$ cat config.mk
export PLATFORM = sky130hd
export DESIGN_NAME = msps_top
export DESIGN_NICKNAME = d
export VERILOG_FILES = /design/src/pkg/msps_pkg.sv /design/src/logic/msps_top.sv
export VERILOG_INCLUDE_DIRS = /design/src /design/src/pkg
export SDC_FILE = /design/constraint.sdc
export NUM_CORES = 1
export LEC_CHECK = 0
export ABC_AREA = 0
export BUFFER_PORTS_ARGS = -buffer_cell sky130_fd_sc_hd__buf_2
export CORE_AREA = 2 2 208 210
export CTS_CLUSTER_DIAMETER = 80
export DETAILED_ROUTE_END_ITERATION = 8
export DIE_AREA = 0 0 210 212
export PLACE_DENSITY = 0.71
export RECOVER_POWER = 50
export SLEW_MARGIN = 20
export SYNTH_ARGS = -nofsm -noshare
export SYNTH_HDL_FRONTEND = slang
export SYNTH_SLANG_ARGS = --single-unit
$ cat constraint.sdc
create_clock -name clk_sys_i -period 4.8 [get_ports clk_sys_i]
set_input_delay 0.72 -clock clk_sys_i [delete_from_list [all_inputs] [get_ports clk_sys_i]]
set_output_delay 0.72 -clock clk_sys_i [all_outputs]
set_load 0.1 [all_outputs]
$ cat src/pkg/msps_cfg.svh
// Constants of the multi-speed program sequencer: offsets, fields, resets, timing.
// Assumes a 125 MHz system clock and a byte-addressed APB with 32-bit data.
`ifndef MSPS_CFG_SVH
`define MSPS_CFG_SVH

// Register byte offsets
`define MSPS_A_CTRL        8'h00
`define MSPS_A_DIR         8'h04
`define MSPS_A_RAMP1       8'h08
`define MSPS_A_RAMP2       8'h0c
`define MSPS_A_STAT        8'h10
`define MSPS_A_FREQ        8'h14

// Control register fields
`define MSPS_F_RETAIN      0
`define MSPS_F_USTEP       1
`define MSPS_F_MODE_LO     2
`define MSPS_F_AUTO_LO     5
`define MSPS_F_MSRC        7

// Run-mode codes
`define MSPS_M_NORMAL      3'h0
`define MSPS_M_INTERNAL    3'h1
`define MSPS_M_EXT4        3'h2
`define MSPS_M_EXTMS       3'h3
`define MSPS_M_DRAW        3'h4
`define MSPS_M_TRAV        3'h5

// Reset values
`define MSPS_RST_MODE      3'h0
`define MSPS_RST_AUTO      2'h0
`define MSPS_RST_MASK      16'h0000
`define MSPS_RST_RAMP      16'h0000

// Up/down step sizes in 0.01 Hz units
`define MSPS_UD_FINE       18'h00001
`define MSPS_UD_COARSE     18'h0000a
`define MSPS_UD_LIMIT      18'h0ffff

// Step timer unit and clock rate
`define MSPS_TICK_MS       100
`define MSPS_CLK_KHZ       125000
`define MSPS_TICK_CYC      (`MSPS_TICK_MS * `MSPS_CLK_KHZ)
`define MSPS_DRAW_MULT     20'd10

`endif

$ cat src/pkg/msps_pkg.sv
// Types of the multi-speed program sequencer.
// Constants live in msps_cfg.svh; this package holds only types.
package msps_pkg;

   // Sequencer states, one-hot
   typedef enum logic [4:0] {
      MSPS_IDLE  = 5'h01,
      MSPS_RUN   = 5'h02,
      MSPS_PAUSE = 5'h04,
      MSPS_DRAW  = 5'h08,
      MSPS_HOLD  = 5'h10
   } msps_state_e;

   typedef logic [7:1][15:0]  msps_preset_t;   // Presets 1..7, 0.01 Hz
   typedef logic [15:0][15:0] msps_timer_t;    // Step timers 1..16, 0.1 s

   // Commands from the terminal side
   typedef struct packed {
      logic run;
      logic stop;
      logic fault;
      logic estop;
      logic up;
      logic down;
      logic draw_trig;
   } msps_cmd_s;

   // Drive outputs toward the ramp generator
   typedef struct packed {
      logic [15:0] freq;
      logic        dir_rev;
      logic [1:0]  ramp;
      logic [15:0] jump;
   } msps_drive_s;

   // Whole state of the block
   typedef struct packed {
      msps_state_e st;
      logic [3:0]  step;
      logic [4:0]  scan;
      logic [23:0] tick;
      logic [19:0] tenths;
      logic [17:0] ud_off;
      logic        retain;
      logic        ustep;
      logic [2:0]  mode;
      logic [1:0]  auto;
      logic        msrc;
      logic [15:0] dmask;
      logic [15:0] ramp1;
      logic [15:0] ramp2;
      msps_drive_s drv;
      logic        done;
      logic        step_end;
      logic        cyc_end;
      logic [31:0] prdata;
   } msps_state_s;

endpackage
$ cat src/logic/msps_top.sv
// Multi-speed program sequencer: mode select, step timing, preset and setpoint choice.
// Assumes synchronous terminal inputs, one 125 MHz clock and an APB master.
//
// Contract
// - Retain 0 drops up/down changes at stop
// - Up/down step 0.01 Hz or 0.1 Hz
// - Run mode accepts codes 0 to 5
// - Sixteen steps, groups of main plus seven
// - Zero step time marks step unused
// - Internal mode ignores external time and direction
// - Three select inputs pick main or preset
// - Preset select needs assignment and mode 3
// - External mode ramp and direction from terminals
// - Main source 1 means potentiometer setpoint
// - Drawing starts on a terminal trigger
// - Drawing lasts ten times step timer 1
// - After drawing hold preset 2, flag done
// - Traverse accepts only stop, fault, emergency
// - Traverse uses main, preset 1/7, timers 1/2
// - Auto-program mode takes codes 0 to 3
// - Auto mode honoured only with mode 4
// - One-cycle mode stops after last step
// - Cycling repeats, locks out other commands
// - Stop-between-steps pauses after every used step
// - Eight-bit direction mask per group
// - Ramp code 00..11 means sets 1..4
// - Sixteen-bit ramp word, two bits per step
`timescale 1ns/100ps
`include "msps_cfg.svh"

module msps_top #(
   parameter int unsigned TICK_CYC = `MSPS_TICK_CYC   // Cycles per 0.1 s
) (
   input  wire logic                  clk_sys_i,
   input  wire logic                  nrst_i,
   // APB slave
   input  wire logic                  psel_i,
   input  wire logic                  penable_i,
   input  wire logic                  pwrite_i,
   input  wire logic [7:0]            paddr_i,
   input  wire logic [31:0]           pwdata_i,
   output      logic [31:0]           prdata_o,
   output      logic                  pready_o,
   output      logic                  pslverr_o,
   // Terminal side
   input  wire msps_pkg::msps_cmd_s   cmd_i,
   input  wire logic [2:0]            preset_sel_i,
   input  wire logic                  presets_assigned_i,
   input  wire logic [1:0]            ext_ramp_i,
   input  wire logic                  ext_dir_rev_i,
   // Setpoint tables
   input  wire logic [15:0]           main_setpoint_i,
   input  wire logic [15:0]           pot_setpoint_i,
   input  wire msps_pkg::msps_preset_t preset_freq_i,
   input  wire msps_pkg::msps_timer_t step_timer_i,
   // Drive side
   output      msps_pkg::msps_drive_s drive_o,
   output      logic                  running_o,
   output      logic                  draw_done_o,
   output      logic                  step_end_o,
   output      logic                  cycle_end_o
);
   import msps_pkg::*;

   msps_state_s r_reg;                 // Registered state
   msps_state_s r_next;                // Next state

   logic        tick;                  // One 0.1 s enable pulse
   logic        halt;                  // Stop, fault or emergency stop
   logic        prog;                  // Internal program mode
   logic        locked;                // Only halt commands accepted
   logic        setup;                 // APB setup phase
   logic        acc;                   // APB access phase
   logic        mapped;                // Address decodes
   logic [15:0] cur_time;              // Current step time, tenths
   logic [15:0] base;                  // Selected main setpoint
   logic [15:0] adj;                   // Main plus up/down offset
   logic [18:0] ud_sum;                // Up/down trial sum
   logic [2:0]  wmode;                 // Written run mode

   // Shared decodes
   always_comb
   begin
      tick     = (r_reg.tick == 24'(TICK_CYC - 1));
      halt     = cmd_i.stop | cmd_i.fault | cmd_i.estop;
      prog     = (r_reg.mode == `MSPS_M_INTERNAL);
      // Traverse and cycling runs accept nothing but halt
      locked   = (r_reg.st != MSPS_IDLE) &&
                 ((r_reg.mode == `MSPS_M_TRAV) || (prog && r_reg.auto[0]));
      setup    = psel_i & ~penable_i;
      acc      = psel_i & penable_i;
      mapped   = (paddr_i == `MSPS_A_CTRL) || (paddr_i == `MSPS_A_DIR) ||
                 (paddr_i == `MSPS_A_RAMP1) || (paddr_i == `MSPS_A_RAMP2) ||
                 (paddr_i == `MSPS_A_STAT) || (paddr_i == `MSPS_A_FREQ);
      cur_time = step_timer_i[r_reg.step];
      // Potentiometer or stored digital setpoint
      base     = r_reg.msrc ? pot_setpoint_i : main_setpoint_i;
      // Sign-extend the trim so a negative offset lowers the setpoint
      ud_sum   = {r_reg.ud_off[17], r_reg.ud_off} + {3'b000, base};
      // Clamp the adjusted setpoint into 0..ffff
      if (ud_sum[18])
         adj = 16'h0000;
      else if (ud_sum[17:16] != 2'b00)
         adj = 16'hffff;
      else
         adj = ud_sum[15:0];
      wmode    = pwdata_i[`MSPS_F_MODE_LO +: 3];
   end

   // APB answers in the access cycle; no wait states
   assign pready_o  = acc;
   assign pslverr_o = acc & ~mapped;
   assign prdata_o  = r_reg.prdata;

   assign drive_o     = r_reg.drv;
   assign running_o   = (r_reg.st != MSPS_IDLE);
   assign draw_done_o = r_reg.done;
   assign step_end_o  = r_reg.step_end;
   assign cycle_end_o = r_reg.cyc_end;

   // Next-state logic of the whole block
   always_comb
   begin
      logic [17:0] stepv;              // Up/down step size
      logic [18:0] trial;              // Offset after one step
      logic        adv;                // Leave current step
      logic        skip;               // Step unused
      adv   = 1'b0;
      skip  = 1'b0;
      stepv = 18'h00000;
      trial = 19'h00000;
      r_next = r_reg;
      r_next.step_end = 1'b0;
      r_next.cyc_end  = 1'b0;

      // Tenth-of-second divider, restarted at every step entry
      r_next.tick = tick ? 24'h000000 : r_reg.tick + 24'h000001;
      if (tick)
         r_next.tenths = r_reg.tenths + 20'h00001;

      // Register writes take effect in the access phase
      if (acc & pwrite_i)
      begin
         unique case (paddr_i)
            `MSPS_A_CTRL:
            begin
               r_next.retain = pwdata_i[`MSPS_F_RETAIN];
               r_next.ustep  = pwdata_i[`MSPS_F_USTEP];
               r_next.msrc   = pwdata_i[`MSPS_F_MSRC];
               // Codes 6 and 7 are refused; mode stays
               if (wmode <= `MSPS_M_TRAV)
                  r_next.mode = wmode;
               // Auto field only loads alongside mode 4
               if (wmode == `MSPS_M_DRAW)
                  r_next.auto = pwdata_i[`MSPS_F_AUTO_LO +: 2];
            end
            `MSPS_A_DIR:   r_next.dmask = pwdata_i[15:0];
            `MSPS_A_RAMP1: r_next.ramp1 = pwdata_i[15:0];
            `MSPS_A_RAMP2: r_next.ramp2 = pwdata_i[15:0];
            default:       r_next.dmask = r_reg.dmask;
         endcase
      end

      // Read data is captured in the setup phase
      if (setup)
      begin
         unique case (paddr_i)
            `MSPS_A_CTRL:  r_next.prdata = {24'h000000, r_reg.msrc, r_reg.auto,
                                            r_reg.mode, r_reg.ustep, r_reg.retain};
            `MSPS_A_DIR:   r_next.prdata = {16'h0000, r_reg.dmask};
            `MSPS_A_RAMP1: r_next.prdata = {16'h0000, r_reg.ramp1};
            `MSPS_A_RAMP2: r_next.prdata = {16'h0000, r_reg.ramp2};
            `MSPS_A_STAT:  r_next.prdata = {16'h0000, r_reg.done, 3'h0,
                                            r_reg.st, r_reg.drv.ramp,
                                            r_reg.drv.dir_rev, r_reg.step};
            `MSPS_A_FREQ:  r_next.prdata = {16'h0000, r_reg.drv.freq};
            default:       r_next.prdata = 32'h00000000;
         endcase
      end

      // Up/down trims the setpoint in normal running only
      stepv = r_reg.ustep ? `MSPS_UD_COARSE : `MSPS_UD_FINE;
      trial = cmd_i.up ? {r_reg.ud_off[17], r_reg.ud_off} + {1'b0, stepv}
                       : {r_reg.ud_off[17], r_reg.ud_off} - {1'b0, stepv};
      if ((r_reg.st == MSPS_RUN) && !locked && (cmd_i.up ^ cmd_i.down) &&
          (r_reg.mode == `MSPS_M_NORMAL) &&
          ($signed(trial) <= $signed({1'b0, `MSPS_UD_LIMIT})) &&
          ($signed(trial) >= -$signed({1'b0, `MSPS_UD_LIMIT})))
         r_next.ud_off = trial[17:0];

      // Sequencer
      unique case (r_reg.st)
         MSPS_IDLE:
         begin
            // Run command starts at step 1 with a fresh timer
            if (cmd_i.run && !halt)
            begin
               r_next.st     = MSPS_RUN;
               r_next.step   = 4'h0;
               r_next.scan   = 5'h00;
               r_next.tick   = 24'h000000;
               r_next.tenths = 20'h00000;
            end
         end
         MSPS_RUN:
         begin
            if (prog)
            begin
               // Unused steps are passed one per cycle
               skip = (cur_time == 16'h0000);
               adv  = skip || (r_reg.tenths >= {4'h0, cur_time});
            end
            else if (r_reg.mode == `MSPS_M_TRAV)
            begin
               // Rising segment on timer 1, falling on timer 2
               if (r_reg.tenths >= {4'h0, step_timer_i[r_reg.step[0]]})
               begin
                  r_next.step   = {3'h0, ~r_reg.step[0]};
                  r_next.tenths = 20'h00000;
                  r_next.tick   = 24'h000000;
               end
            end
            else if ((r_reg.mode == `MSPS_M_DRAW) && cmd_i.draw_trig)
            begin
               r_next.st     = MSPS_DRAW;
               r_next.tenths = 20'h00000;
               r_next.tick   = 24'h000000;
            end
         end
         MSPS_PAUSE:
         begin
            // One tick at zero between steps, then restart
            if (tick)
            begin
               r_next.st     = MSPS_RUN;
               r_next.tenths = 20'h00000;
            end
         end
         MSPS_DRAW:
         begin
            if (r_reg.tenths >= 20'(step_timer_i[0]) * `MSPS_DRAW_MULT)
            begin
               r_next.st   = MSPS_HOLD;
               r_next.done = 1'b1;
            end
         end
         MSPS_HOLD:
            r_next.done = 1'b1;
      endcase

      // Leaving a step: wrap, end of cycle, optional pause
      if (adv)
      begin
         r_next.step   = r_reg.step + 4'h1;
         r_next.tenths = 20'h00000;
         r_next.tick   = 24'h000000;
         r_next.scan   = skip ? r_reg.scan + 5'h01 : 5'h00;
         r_next.step_end = ~skip;
         if (r_reg.step == 4'hf)
            r_next.cyc_end = 1'b1;
         // One-cycle modes end at the wrap
         if ((r_reg.step == 4'hf) && !r_reg.auto[0])
            r_next.st = MSPS_IDLE;
         else if (skip && (r_reg.scan == 5'h0f))
            r_next.st = MSPS_IDLE;     // Every step unused: nothing to cycle
         else if (!skip && r_reg.auto[1])
            r_next.st = MSPS_PAUSE;
      end

      // Halt always wins; a retain of 0 drops the trim
      if (halt && (r_reg.st != MSPS_IDLE))
      begin
         r_next.st   = MSPS_IDLE;
         r_next.done = 1'b0;
         if (!r_reg.retain)
            r_next.ud_off = 18'h00000;
      end

      // Drive outputs, chosen from the present state
      r_next.drv.jump    = 16'h0000;
      r_next.drv.dir_rev = ext_dir_rev_i;
      r_next.drv.ramp    = ext_ramp_i;
      unique case (r_reg.st)
         MSPS_IDLE, MSPS_PAUSE:
            r_next.drv.freq = 16'h0000;
         MSPS_DRAW:
            r_next.drv.freq = base;
         MSPS_HOLD:
            r_next.drv.freq = preset_freq_i[2];
         MSPS_RUN:
         begin
            unique case (r_reg.mode)
               `MSPS_M_INTERNAL:
               begin
                  // Step 1 of a group is the main setpoint
                  r_next.drv.freq = (r_reg.step[2:0] == 3'h0) ? base
                                    : preset_freq_i[r_reg.step[2:0]];
                  // Terminals ignored: mask and ramp word rule
                  r_next.drv.dir_rev = r_reg.dmask[{r_reg.step[3], r_reg.step[2:0]}];
                  r_next.drv.ramp = r_reg.step[3]
                                    ? r_reg.ramp2[{r_reg.step[2:0], 1'b0} +: 2]
                                    : r_reg.ramp1[{r_reg.step[2:0], 1'b0} +: 2];
               end
               `MSPS_M_EXTMS:
               begin
                  if (presets_assigned_i && (preset_sel_i != 3'h0))
                     r_next.drv.freq = preset_freq_i[preset_sel_i];
                  else
                     r_next.drv.freq = base;
               end
               `MSPS_M_TRAV:
               begin
                  r_next.drv.freq    = r_reg.step[0] ? preset_freq_i[1] : base;
                  r_next.drv.jump    = preset_freq_i[7];
                  r_next.drv.dir_rev = 1'b0;
                  r_next.drv.ramp    = 2'h0;
               end
               `MSPS_M_DRAW:
                  r_next.drv.freq = base;
               default:
                  r_next.drv.freq = adj;
            endcase
         end
      endcase
   end

   // State register
   always_ff @(posedge clk_sys_i or negedge nrst_i)
   begin
      if (!nrst_i)
      begin
         r_reg        <= '0;
         r_reg.st     <= MSPS_IDLE;
         r_reg.mode   <= `MSPS_RST_MODE;
         r_reg.auto   <= `MSPS_RST_AUTO;
         r_reg.dmask  <= `MSPS_RST_MASK;
         r_reg.ramp1  <= `MSPS_RST_RAMP;
         r_reg.ramp2  <= `MSPS_RST_RAMP;
      end
      else
         r_reg <= r_next;
   end
endmodule // msps_top

# Word-level counts from Yosys, hierarchy flattened
# Cells that the tools add are included.
word_totals:
  out_inout_bits: 73
  ff_bits: 202
  in_bits: 459
  word_cells: 185
op_classes:
  magnitude_cmp: 10
  n_mux: 63
  shifts: 2
  n_mul: 1
  n_eq_ne: 24
  reduce_logical: 45
  bitwise: 11
  add_sub_neg: 7
ops:
  columns: ["op", "count"]
  rows:
  - ["16-bit 2-to-1 mux", 12]
  - ["44-bit 2-to-1 mux", 4]
  - ["16-bit case mux with 4 select lines", 2]
  - ["58-bit 2-to-1 mux", 2]
  - ["16-bit binary-select mux with 3-bit select", 2]
  - ["16-bit case mux with 6 select lines", 1]
  - ["16-bit binary-select mux with 4-bit select", 1]
  - ["20-bit case mux with 3 select lines", 1]
  - ["18-bit 2-to-1 mux", 3]
  - ["5-bit 2-to-1 mux", 10]
  - ["24-bit case mux with 2 select lines", 1]
  - ["20-bit by 16-bit >= comparator with 1-bit output", 2]
  - ["20-bit 2-to-1 mux", 2]
  - ["19-bit 2-to-1 mux", 2]
  - ["16-bit by 5-bit indexed part select with 2-bit output", 2]
  - ["24-bit by 1-bit adder with 24-bit output, second input constant", 1]
  - ["24-bit == test, second input constant", 1]
  - ["24-bit 2-to-1 mux", 1]
  - ["20-bit by 1-bit adder with 20-bit output, second input constant", 1]
  - ["20-bit >= comparator", 1]
  - ["5-bit case mux with 4 select lines", 1]
  - ["18-bit by 17-bit adder with 19-bit output", 1]
  - ["18-bit by 5-bit adder with 19-bit output", 1]
  - ["19-bit by 17-bit >= comparator with 1-bit output, second input constant", 1]
  - ["other kinds (49)", 107]

# Longest topological paths before layout
depth:
  depth_word: 13
  depth_mapped: 21
  mapped_depth_nobuf: 21

# Worst setup path before layout
# Ideal clock, no wire load.
synth_path:
  path_kind: "reg2reg"
  startpoint: "reg r_reg[193] (netlist name)"
  endpoint: "reg r_reg[146] (netlist name)"
  arrival_ps: 4690
  path_buffers: 10
  path_slack_ps: 32
  setup_ps: 78
  t_required_ps: 4722
  period_less_slack_ps: 4768
  stages_incl_launch_ff: 20
  path_cell_list: "dfrtp_1 > buf_2 > buf_2 > buf_4 > buf_2 > buf_2 > clkbuf_1 > clkbuf_1 > buf_2 > mux2i_1 > ha_1 > a21oi_1 > nand2_1 > a211oi_1 > nor3_1 > nor3_1 > clkbuf_1 > clkbuf_1 > o21ai_0 > a21oi_1"
synth_rtl:
  columns: ["item", "line", "source"]
  rows:
  - ["start: declaration", "msps_top.sv:65", "msps_state_s r_reg;"]
  - ["start signal: assignment", "msps_top.sv:341", "r_reg <= r_next;"]

==> out/metrics.cfg <==
[outcome]
status=finished, violations left
violations=max-capacitance violations, max-slew violations

[grt]
overflow=0
grt_pass1_wl_mm=115
antenna_found_initial=16
grt_usage=0.350
grt_max_degree=77
grt_pass1_vias=18300

[floorplanning]
core-area_mm2=0.0425
ioPinCount=532
dieArea_mm2=0.0445
dieWidth_um=210
core.rowCount=76
start_util=0.428
dieHeight_um=212

[clock_tree]
cts_tree=built
clk_transition_reported_paths_ns=0.08
clk_path_buf_depth=2
root_buffer=clkbuf_16
cts_buffers=17
clk_latency_ns=0.46
ctsResizeCount=0
cts_htree_levels=4
ctsHoldBuffers=0
clock_sinks=186
post_cts_buffers=0

[synth]
syn_area_mm2=0.0182
syn_inst=1878
synth_warnings=0
yosys.area.top_type_share=0.254
synth_seq_area_share=0.256
ys_async_sr_fraction=1.00
synth_edf_count=0
synth_seq_cells=186
synth_area_leaders=dfrtp_1 25%, mux4_2 15%, ha_1 8.3%, mux2_2 5.9%, a21oi_1 3.3%
synth_ff_type=dfrtp_1
avgSynthCellArea_um2=9.69
synth.distinct_cells=78
yosysTopAreaCell=dfrtp_1

[setup_path]
cp.required_ns=5.13
crit_path_max_fanout=4
start_kind=primary input
critPathKind=in -> reg
cp.arrival_ns=4.82
endpoint_kind=register

[final_layout]
largest_reg_flops=132
layout_common_cells=470 x buf_2, 182 x dfrtp_1, 135 x nor2_1, 125 x mux4_2, 121 x ha_1
final_nets=2892
multi_input_area_mm2=0.0124
area_growth_pct=19.3
drive_gt1_frac=0.357
layout_commonest_cell=buf_2
nFillCells=4004
fin_area_mm2=0.0217
seq_area_mm2=0.00467

[route]
drt_wl_total_mm=78.3
drt_iter0_drc=1651
drc_errors=0
postRouteAntennaNets=0
vias_per_cell=6.37
routedWlPerCell_um=27.2
first_pass_iters=7
vias=18400

[timing]
report.final.slew_viol_count=73
whs_ns=0.479
relSlewSlack=-1.72
min_period_ns=4.49
fin_skew_ns=0.0116
final-hold-violation-count=0
setup-violations-final=0
timing.final.crit_share=0.936
tightest_slew_ns=4.08
rsz0062_at_grt=false
fmax_ghz=0.223

[flow_run]
max_cap_viol_count=1

[place]
place_area_mm2=0.0212
io_buffers=499
place_congestion=1.04
dp_hpwl_mm=63.2

[power_and_ir_drop]
p_leak_nw=9.95
ir_drop_mv=0.179
cellPowerDensity_mw_per_mm2=217

[min_path]
hold_class=reg -> reg

[routing by layer]
layer	share of wire	track usage	vias to the layer above	wire length, um
li1	-	-	8075	-
met3	0.080	0.0798	273	6280
met5	0.0014	0	-	108
met4	0.089	0.272	16	7010
met1	0.35	0.386	8923	27600
met2	0.48	0.587	1065	37300
[stage by stage]
stage | power [mW] | worst slack, ns | util | instances | setup TNS (ns)
after floorplan | 2.70 | 0.0317 | - | 1893 | 0
after global placement | 3.27 | 0.0829 | 0.498 | 2836 | 0
after detailed placement | 3.29 | -0.0419 | 0.498 | 2836 | -0.115
after CTS | 4.72 | 0.387 | 0.511 | 2868 | 0
after global routing | 4.92 | 0.0707 | 0.510 | 2869 | 0
final | 4.72 | 0.308 | 0.511 | 2880 | 0
[kinds of logic after synthesis]
| logic type | synth area share |
|---|---|
| flip-flops | 0.256 |
| AO/OA/AOI/OAI | 0.201 |
| AND/OR/NAND/NOR | 0.131 |
| multiplexers | 0.233 |
| adder cells (fa/ha/maj) | 0.0865 |
| XOR/XNOR | 0.0265 |
| other | 0.000206 |
| buffers and inverters | 0.0669 |
[synthesized netlist by cell type (all sizes together), types with 23 or more instances]
library cell	n
dfrtp	185
nor2	136
mux4	125
ha	121
a21oi	120
nand2	107
buf	105
o21ai	98
mux2	95
clkbuf	77
inv	63
a22oi	38
mux2i	35
nand3	34
a211oi	31
a21o	30
o31ai	30
xnor2	30
o211ai	29
a222oi	28
and2	27
and3	27
xor2	25
nor2b	24
nor3	23
[report_power, final]
group / switching [mW] / total, mW / internal, mW
registers: 0.0746 / 1.70 / 1.62
clock network: 0.717 / 1.43 / 0.708
logic: 0.986 / 1.60 / 0.611
[final timing paths]
check | from | end | slack [ns] | cells past startpoint
worst max-delay path | step_timer_i[1] | r_reg[198]$_DFF_PN0_ | 0.31 | 22
max in group asynchronous | nrst_i | prdata_o[0]$_DFFE_PN0P_ | 0.82 | 1
worst min-delay path | prdata_o[14]$_DFFE_PN0P_ | prdata_o[14]$_DFFE_PN0P_ | 0.48 | 1
min in group asynchronous | nrst_i | r_reg[116]$_DFFE_PN0P_ | 1.71 | 1
worst max register to register | r_reg[193]$_DFFE_PN0P_ | r_reg[177]$_DFF_PN0_ | 0.37 | 14
worst min register to register | prdata_o[14]$_DFFE_PN0P_ | prdata_o[14]$_DFFE_PN0P_ | 0.48 | 1
[layout make-up]
| type | instances | area share |
|---|---|---|
| Inverter | 63 | 0.0109 |
| Multi-Input combinational cell | 1462 | 0.572 |
| Tap cell | 546 | 0.0314 |
| Clock inverter | 14 | 0.00668 |
| Sequential cell | 186 | 0.215 |
| Timing Repair Buffer | 579 | 0.143 |
| Clock buffer | 18 | 0.0202 |
| Antenna cell | 12 | 0.00138 |
[critical path: stages]
cell	delay, ns
buf_2	0.11
ha_1	0.29
ha_1	0.23
fa_1	0.39
a21o_1	0.17
a21oi_1	0.20
o21bai_1	0.08
a21o_1	0.19
a21oi_1	0.28
buf_4	0.16
o211ai_1	0.11
a31o_2	0.25
a21oi_1	0.17
xor2_1	0.11
ha_1	0.32
nand4_1	0.09
nor2_1	0.15
o2bb2ai_1	0.08
buf_4	0.15
a31o_2	0.26
o21ai_0	0.22
nor3b_1	0.08
Power figures use the tool's default switching activity.
